### config.mk
export PLATFORM = sky130hd
export DESIGN_NAME = pm_control_status
export DESIGN_NICKNAME = d
export VERILOG_FILES = /design/src/logic/pm_pkg.sv /design/src/logic/pm_wake_if.sv /design/src/logic/pm_control_status.sv /design/src/logic/pm_wake_unit.sv
export VERILOG_INCLUDE_DIRS = /design/src /design/src/logic
export SDC_FILE = /design/constraint.sdc
export NUM_CORES = 1
export LEC_CHECK = 0
export ABC_AREA = 1
export BUFFER_PORTS_ARGS = -buffer_cell sky130_fd_sc_hd__buf_2
export CAP_MARGIN = 20
export CORE_AREA = 2 2 44 46
export CTS_BUF_LIST = sky130_fd_sc_hd__clkbuf_4
export DETAILED_ROUTE_END_ITERATION = 7
export DIE_AREA = 0 0 46 48
export GPL_ROUTABILITY_DRIVEN = 0
export GPL_TIMING_DRIVEN = 1
export MAX_ROUTING_LAYER = met4
export PLACE_DENSITY = 0.83
export SKIP_LAST_GASP = 1
export SLEW_MARGIN = 20
export SYNTH_ARGS = -nofsm -noshare
export SYNTH_HDL_FRONTEND = slang
export SYNTH_SLANG_ARGS = --single-unit
### constraint.sdc
create_clock -name mclk -period 2.37 [get_ports mclk]
set_input_delay 0 -clock mclk [delete_from_list [all_inputs] [get_ports mclk]]
set_output_delay 0 -clock mclk [all_outputs]
set_load 0.01 [all_outputs]
### src/logic/pm_csr_map.svh
// Offsets, field positions and reset values of the power management control/status register
`ifndef PM_CSR_MAP_SVH
`define PM_CSR_MAP_SVH

`define PM_CSR_ADDR         8'h38
`define PM_BIT_STATUS       15
`define PM_BIT_SCALE_HI     14
`define PM_BIT_SCALE_LO     13
`define PM_BIT_DSEL_HI      12
`define PM_BIT_DSEL_LO      9
`define PM_BIT_ENABLE       8
`define PM_BIT_PS_HI        1
`define PM_BIT_PS_LO        0
`define PM_RST_PS           2'h0
`define PM_RST_DSEL         4'h0
`define PM_RST_RESERVED     6'h00
`define PM_RST_RDATA        16'h0000

`endif

### src/logic/pm_pkg.sv
// Types shared by the power management control/status logic
package pm_pkg;

    typedef enum logic [1:0] {
        PS_D0,
        PS_D1,
        PS_D2,
        PS_D3HOT
    } power_state_e;

    typedef struct packed {
        logic          status;
        logic          enable;
        logic          pme_n;
    } wake_state_s;

    typedef struct packed {
        power_state_e  power_state;
        logic [3:0]    data_select;
        logic          support;
        logic [15:0]   rdata;
        logic          ack;
    } csr_state_s;

endpackage

### src/logic/pm_wake_if.sv
// Carrier between the register decode and the wake event unit
`timescale 1ns/100ps
interface pm_wake_if;
    logic wake_event;
    logic clr_status;
    logic wr_enable;
    logic enable_val;
    logic support;
    logic status;
    logic enable;
    logic pme_n;

    modport csr  (output wake_event, clr_status, wr_enable, enable_val, support,
                  input  status, enable, pme_n);
    modport wake (input  wake_event, clr_status, wr_enable, enable_val, support,
                  output status, enable, pme_n);
endinterface

### src/logic/pm_control_status.sv
// Power management control/status register reached by configuration accesses
`timescale 1ns/100ps
`include "pm_csr_map.svh"
module pm_control_status #(
    parameter bit HAS_DATA_REG = 1'b0,
    parameter bit D1_SUPPORT   = 1'b1,
    parameter bit D2_SUPPORT   = 1'b1
) (
    input  wire logic               mclk,
    input  wire logic               nrst,
    input  wire logic               por_n,
    input  wire logic               amber_led4_strap,
    input  wire logic               wake_event,
    input  wire logic [1:0]         data_scale_in,
    input  wire logic [7:0]         cfg_addr,
    input  wire logic               cfg_rd,
    input  wire logic               cfg_wr,
    input  wire logic [1:0]         cfg_be,
    input  wire logic [15:0]        cfg_wdata,
    output logic [15:0]             cfg_rdata,
    output logic                    cfg_ack,
    output pm_pkg::power_state_e    power_state,
    output logic [3:0]              data_select,
    output logic                    wake_from_cold_support,
    output logic                    pme_n
);
    import pm_pkg::*;

    ////////////////////////////////////////////////////////////////////////////////
    // Decode

    csr_state_s    cur;
    csr_state_s    next_cur;
    pm_wake_if     wb();

    logic          hit;
    logic          wr_lo;
    logic          wr_hi;
    logic [1:0]    req_ps;
    logic          ps_ok;
    logic [1:0]    scale_rd;
    logic [3:0]    dsel_rd;
    logic [15:0]   read_word;

    assign hit    = (cfg_addr == `PM_CSR_ADDR);
    assign wr_lo  = cfg_wr && hit && cfg_be[0];
    assign wr_hi  = cfg_wr && hit && cfg_be[1];
    assign req_ps = cfg_wdata[`PM_BIT_PS_HI:`PM_BIT_PS_LO];

    // D0 and D3hot are mandatory; D1 and D2 follow the build options
    always_comb begin
        unique case (power_state_e'(req_ps))
            PS_D1:   ps_ok = D1_SUPPORT;
            PS_D2:   ps_ok = D2_SUPPORT;
            PS_D0, PS_D3HOT: ps_ok = 1'b1;
        endcase
    end

    // Scale and select collapse to zero when no data register sits behind them
    assign scale_rd = HAS_DATA_REG ? data_scale_in : 2'h0;
    assign dsel_rd  = HAS_DATA_REG ? cur.data_select : `PM_RST_DSEL;

    // Reserved bits are not stored, so they always read back as their reset value
    assign read_word = {wb.status, scale_rd, dsel_rd, wb.enable,
                        `PM_RST_RESERVED, cur.power_state};

    ////////////////////////////////////////////////////////////////////////////////
    // Wake unit hookup

    assign wb.wake_event = nrst && wake_event;
    assign wb.clr_status = wr_hi && cfg_wdata[`PM_BIT_STATUS];
    assign wb.wr_enable  = wr_hi;
    assign wb.enable_val = cfg_wdata[`PM_BIT_ENABLE];
    assign wb.support    = cur.support;

    pm_wake_unit u_wake (
        .mclk  (mclk),
        .nrst  (nrst),
        .por_n (por_n),
        .wb    (wb)
    );

    ////////////////////////////////////////////////////////////////////////////////
    // State

    always_comb begin
        next_cur       = cur;
        next_cur.ack   = 1'b0;
        if (!por_n) begin
            // Strap is caught while power-on reset is held, then frozen
            next_cur.support = amber_led4_strap;
        end
        if (!nrst || !por_n) begin
            next_cur.power_state = power_state_e'(`PM_RST_PS);
            next_cur.data_select = `PM_RST_DSEL;
            next_cur.rdata       = `PM_RST_RDATA;
        end else begin
            if (cfg_rd || cfg_wr) begin
                // Every access completes; unmapped addresses read zero
                next_cur.ack   = 1'b1;
                next_cur.rdata = (cfg_rd && hit) ? read_word : `PM_RST_RDATA;
            end
            if (wr_lo && ps_ok) begin
                next_cur.power_state = power_state_e'(req_ps);
            end
            if (wr_hi && HAS_DATA_REG) begin
                next_cur.data_select = cfg_wdata[`PM_BIT_DSEL_HI:`PM_BIT_DSEL_LO];
            end
        end
    end

    always_ff @(posedge mclk) begin
        cur <= next_cur;
    end

    assign cfg_rdata              = cur.rdata;
    assign cfg_ack                = cur.ack;
    assign power_state            = cur.power_state;
    assign data_select            = cur.data_select;
    assign wake_from_cold_support = cur.support;
    assign pme_n                  = wb.pme_n;

    ////////////////////////////////////////////////////////////////////////////////
    // Checks

    AST_PS_WRITE: assert property (@(posedge mclk) disable iff (!nrst || !por_n)
        wr_lo && ps_ok |=> power_state == power_state_e'($past(req_ps)))
        else $error("supported power state write not taken");

    AST_PS_DISCARD: assert property (@(posedge mclk) disable iff (!nrst || !por_n)
        wr_lo && !ps_ok |=> $stable(power_state) && cfg_ack)
        else $error("unsupported state changed the field or was not acknowledged");

    AST_RESET_D0: assert property (@(posedge mclk) disable iff (!por_n)
        !nrst |=> power_state == PS_D0 && data_select == 4'h0 && !cfg_ack)
        else $error("reset did not return function to D0");

    AST_DSEL_STORE: assert property (@(posedge mclk) disable iff (!nrst || !por_n)
        HAS_DATA_REG && wr_hi |=> data_select == $past(cfg_wdata[12:9]))
        else $error("data select write not stored");

    AST_NO_DATA_ZERO: assert property (@(posedge mclk) disable iff (!nrst || !por_n)
        !HAS_DATA_REG && cfg_ack |-> cfg_rdata[14:9] == 6'h00)
        else $error("scale or select nonzero without data register");

    AST_SCALE_RO: assert property (@(posedge mclk) disable iff (!nrst || !por_n)
        HAS_DATA_REG && cfg_rd && hit |=> cfg_rdata[14:13] == $past(data_scale_in))
        else $error("data scale does not report the scaling input");

    AST_STRAP: assert property (@(posedge mclk)
        !por_n |=> wake_from_cold_support == $past(amber_led4_strap))
        else $error("strap not captured at power-on");

    AST_STRAP_HOLD: assert property (@(posedge mclk) disable iff (!por_n)
        $past(por_n) |-> $stable(wake_from_cold_support))
        else $error("cold-wake support changed after power-on");

    AST_READ_STATUS: assert property (@(posedge mclk) disable iff (!nrst || !por_n)
        cfg_rd && hit |=> cfg_ack && cfg_rdata[15] == $past(wb.status)
            && cfg_rdata[8] == $past(wb.enable) && cfg_rdata[7:2] == 6'h00)
        else $error("read word does not show status and enable");

    AST_ACK_EVERY: assert property (@(posedge mclk) disable iff (!nrst || !por_n)
        cfg_rd || cfg_wr |=> cfg_ack)
        else $error("access was not acknowledged");

    AST_ACK_IDLE: assert property (@(posedge mclk) disable iff (!nrst || !por_n)
        !cfg_rd && !cfg_wr |=> !cfg_ack)
        else $error("acknowledge seen without an access");

    AST_UNMAPPED_READ: assert property (@(posedge mclk) disable iff (!nrst || !por_n)
        cfg_rd && !hit |=> cfg_rdata == 16'h0000)
        else $error("unmapped read returned nonzero data");

    AST_UNMAPPED_WRITE: assert property (@(posedge mclk) disable iff (!nrst || !por_n)
        cfg_wr && !hit |=> $stable(power_state) && $stable(data_select))
        else $error("unmapped write changed a field");

    AST_PS_HOLD: assert property (@(posedge mclk) disable iff (!nrst || !por_n)
        !wr_lo |=> $stable(power_state))
        else $error("power state changed without a write");

    AST_PS_READ: assert property (@(posedge mclk) disable iff (!nrst || !por_n)
        cfg_rd && hit |=> cfg_rdata[1:0] == $past(power_state))
        else $error("read word does not show the power state");

    AST_DSEL_HOLD: assert property (@(posedge mclk) disable iff (!nrst || !por_n)
        !wr_hi |=> $stable(data_select))
        else $error("data select changed without a write");

    AST_DSEL_READ: assert property (@(posedge mclk) disable iff (!nrst || !por_n)
        cfg_rd && hit |=> cfg_rdata[12:9] == $past(data_select))
        else $error("read word does not show the data select");

    AST_DSEL_ZERO: assert property (@(posedge mclk) disable iff (!nrst || !por_n)
        !HAS_DATA_REG |-> data_select == 4'h0)
        else $error("data select nonzero without data register");

    AST_RDATA_HOLD: assert property (@(posedge mclk) disable iff (!nrst || !por_n)
        !cfg_rd && !cfg_wr |=> $stable(cfg_rdata))
        else $error("read data changed without an access");

    AST_WR_RDATA_ZERO: assert property (@(posedge mclk) disable iff (!nrst || !por_n)
        cfg_wr && !cfg_rd |=> cfg_rdata == 16'h0000)
        else $error("write answered with nonzero read data");

    AST_RESET_RDATA: assert property (@(posedge mclk) disable iff (!por_n)
        !nrst |=> cfg_rdata == 16'h0000)
        else $error("reset did not clear read data");

    AST_PS_LEGAL: assert property (@(posedge mclk) disable iff (!nrst || !por_n)
        (power_state != PS_D1 || D1_SUPPORT) && (power_state != PS_D2 || D2_SUPPORT))
        else $error("power state holds an unsupported value");

    AST_CLR_RELEASE: assert property (@(posedge mclk) disable iff (!nrst || !por_n)
        wb.clr_status && !wb.wake_event |=> pme_n)
        else $error("wake output still asserted after clear");

    AST_ENABLE_WRITE: assert property (@(posedge mclk) disable iff (!nrst || !por_n)
        wr_hi |=> wb.enable == $past(cfg_wdata[8]))
        else $error("wake enable write not stored");

endmodule // pm_control_status

### src/logic/pm_wake_unit.sv
// Wake event status, wake enable and the active-low wake output
`timescale 1ns/100ps
module pm_wake_unit (
    input  wire logic   mclk,
    input  wire logic   nrst,
    input  wire logic   por_n,
    pm_wake_if.wake     wb
);
    import pm_pkg::*;

    wake_state_s cur;
    wake_state_s next_cur;

    always_comb begin
        next_cur = cur;
        if (!por_n) begin
            next_cur = '{status: 1'b0, enable: 1'b0, pme_n: 1'b1};
        end else if (!nrst && !wb.support) begin
            next_cur = '{status: 1'b0, enable: 1'b0, pme_n: 1'b1};
        end else if (nrst) begin
            // Set beats clear so an event in the clearing cycle is kept
            next_cur.status = (cur.status & ~wb.clr_status) | wb.wake_event;
            if (wb.wr_enable) begin
                next_cur.enable = wb.enable_val;
            end
            next_cur.pme_n = ~(next_cur.status & next_cur.enable);
        end
    end

    always_ff @(posedge mclk) begin
        cur <= next_cur;
    end

    assign wb.status = cur.status;
    assign wb.enable = cur.enable;
    assign wb.pme_n  = cur.pme_n;

    AST_STATUS_SET: assert property (@(posedge mclk) disable iff (!nrst || !por_n)
        wb.wake_event |=> wb.status)
        else $error("wake event did not set status");

    AST_STATUS_CLR: assert property (@(posedge mclk) disable iff (!nrst || !por_n)
        wb.clr_status && !wb.wake_event |=> !wb.status)
        else $error("write of one did not clear status");

    AST_PME_GATE: assert property (@(posedge mclk) disable iff (!nrst || !por_n)
        wb.pme_n == !(wb.status && wb.enable))
        else $error("wake output disagrees with status and enable");

    AST_PME_SUPPRESS: assert property (@(posedge mclk) disable iff (!nrst || !por_n)
        !wb.enable |-> wb.pme_n)
        else $error("wake output asserted while disabled");

    AST_STICKY: assert property (@(posedge mclk) disable iff (!por_n)
        !nrst && $past(nrst) && wb.support |=> wb.status == $past(wb.status)
            && wb.enable == $past(wb.enable))
        else $error("sticky bits lost across function reset");

    AST_NOT_STICKY: assert property (@(posedge mclk) disable iff (!por_n)
        !nrst && !wb.support |=> !wb.status && !wb.enable)
        else $error("bits not cleared by reset without cold-wake support");

endmodule // pm_wake_unit

==> out/qor.yml <==
antenna_left: 0
worstHoldStart: "cfg_wdata[1]"
slew_viol_final: 0
netlist_instances: 98
cts_tree: "yes"
design_area_um2: 801
grt_overflow: 0
cts_buffers: 3
critPathArrivalTime_ps: 1000
crit_chain: "o21ai_0 -> inv_1 -> o21ai_0 -> inv_1"
setup_violations: 0
use_met3: 0.0566
r2r_slack_ps: 1520
hold_end: "power_state[1]$_SDFFE_PP0P_"
rsz0062_at_grt: "false"
syn_area_um2: 658
synth_seq_cells: 11
grt_util_met1: 0.107
areaGrowthSynthToFinish_pct: 21.7
die_w_um: 46
rr_worst_depth: 4
grt_usage: 0.126
nFillCells: 170
drt-vias-per-instance: 4.20
initial_utilization: 0.390
required_ps: 2520
hold_violations: 0
dieArea_um2: 2210
busiest_layer: "met2"
hold_depth: 3
ir_drop_mv: 0.391
cts.sinks: 11
clk_path_buf_depth: 2
diodes: 0
min_period_over_period: 0.359
cts_resized: 0
rows: 15
crit_family: "flip-flops"
via_count: 622
setup_tns_ps: 0
drt_iter0_drc: 13
synth_warnings: 0
wirelength_um: 1230
multi_input_area_um2: 312
antenna_found_initial: 0
power_density_nw_per_um2: 474
synth_top_family_by_area: "simple AND/OR/NAND/NOR gates"
fin_nets: 167
ioPinCount: 60
drcViolationCount: 0
yosysSeqAreaShare: 0.350
critical_path.slowest_cell: "edfxtp_1"
cp-start-kind: "flop"
rr_endpoint: "u_wake.wb.status$_SDFFE_PP0P_"
synth_compound_area_frac: 0.0722
cts-root-buf: "clkbuf_4"
die_h_um: 48
fmax_mhz: 1170
fin_skew_ps: 0.286
yosys.area_share.simple: 0.310
synth_mux_area_frac: 0
synth_top_area_share: 0.304
grt_pass1_wl_um: 1930
crit_fanout: 3
grt_pass1_vias: 559
wl_per_cell_um: 8.32
placed_area_um2: 761
synth_top_area_cell: "dfxtp_1"
maxCapViolations: 0
path_class: "flop to flop"
portBuffers: 29
worstPathBufferInverterCount: 2
grt_max_degree: 8
slowest_delay_ps: 390
htreeDepth: 1
r2r_start: "wake_from_cold_support$_DFFE_PN_"
finalCriticalPeriod_ps: 852
synthXorXnorAreaFrac: 0
path_clk_slew_ps: 60
hold_class: "primary input to flop"
hpwlAfterDp_um: 1090
insertion_delay_ps: 260
yosys.area_share.adder: 0
seq_area_um2: 230
p_leak_nw: 0.434
fp.coreArea_um2: 1690
status: "finished clean"
dr.pass1.iters: 4
drive_above_1_share: 0.290
grtUsageMet2: 0.244
worstSetupEndpointType: "flop"
syn_avg_cell_area_um2: 6.72
ys_types: 16
synth_area_leaders: "dfxtp_1 (30%), buf_4 (18%), nand2_1 (13%)"
-- cells in the final DEF, fill, tap and decap left out --
cell            n
nand3_1         2
edfxtp_1        1
dfxtp_1        10
o21a_1          1
clkbuf_4        4
or2_2           1
inv_1          14
o21ai_0         2
dlygate4sd3_1   1
and2_2          1
conb_1         16
nand2_1        23
nand4_1         4
a21oi_1         6
nor2_1         13
buf_2          29
nor2_2          2
and3_2          1
-- final cells by class --
cell class / count / area share
clock buffer: 4 / 0.0375
timing repair buffer: 30 / 0.194
sequential: 11 / 0.288
multi-input combinational: 72 / 0.389
tap: 17 / 0.0266
inverter: 14 / 0.0656
-- cells in the mapped netlist, drive strengths merged --
master and count:
a21oi 6, and2 1, and3 1, buf 16, conb 1, dfxtp 10
edfxtp 1, inv 14, nand2 23, nand3 2, nand4 4, nor2 15
o21a 1, o21ai 2, or2 1
-- through the flow --
step,hold slack (ps),worst slack (ps),utilization,total power [mW],instances
3_3_place_gp,177,1430,0.450,0.250,143
3_5_place_dp,180,1410,0.450,0.251,143
6_report,19.9,1520,0.474,0.380,148
2_1_floorplan,98.9,1510,-,0.245,113
5_1_grt,11.7,1430,0.474,0.402,148
4_1_cts,11.2,1520,0.474,0.388,148
-- registers in the layout, indices dropped and copies added, names as in the netlist --
signal,count
cfg_ack,1
u_wake.wb.status,1
power_state,2
cfg_rdata,4
u_wake.wb.pme_n,1
wake_from_cold_support,1
u_wake.wb.enable,1
-- logic make-up (layout without fill, tap and decap cells) --
family,after synthesis,count (layout)
buffers and inverters,30,48
other,1,16
flip-flops,11,11
AO/OA/AOI/OAI,9,9
AND/OR/NAND/NOR,47,47
-- what timing repair did --
item                                   4_1_cts  5_1_grt
setup endpoints to repair                    0        0
hold buffers                                 1        0
setup buffers                                0        0
endpoints found under the hold margin        1        0
-- worst register-to-register path, cell delays in order, from the launching register on --
cell and delay [ps]:
edfxtp_1 390, o21ai_0 150, inv_1 80, o21ai_0 70, inv_1 50
-- power breakdown --
group	switching, mW	leakage, nW	internal, mW
combinational	0.0351	0.325	0.0204
clock	0.0549	0.0184	0.0764
sequential	0.00183	0.0908	0.191
-- worst max-delay path by stage --
stage                                                start                       endpoint  slack [ps]  depth (start not counted)
after CTS                 wake_from_cold_support$_DFFE_PN_  u_wake.wb.status$_SDFFE_PP0P_        1520                          4
after detailed placement                       cfg_addr[7]   u_wake.wb.pme_n$_SDFFE_PP1P_        1410                         11
final                     wake_from_cold_support$_DFFE_PN_  u_wake.wb.status$_SDFFE_PP0P_        1520                          4
after global placement                         cfg_addr[1]   u_wake.wb.pme_n$_SDFFE_PP1P_        1430                         11
after global routing      wake_from_cold_support$_DFFE_PN_  u_wake.wb.status$_SDFFE_PP0P_        1430                          4
after floorplan           wake_from_cold_support$_DFFE_PN_  u_wake.wb.status$_SDFFE_PP0P_        1510                          4
-- metal layers --
metal	share of wire	up-vias
met4	0	0
met3	0.080	0
met2	0.52	29
li1	-	334
met1	0.40	259
met5	0	-
Note: power is estimated with default switching activity, not from simulation.
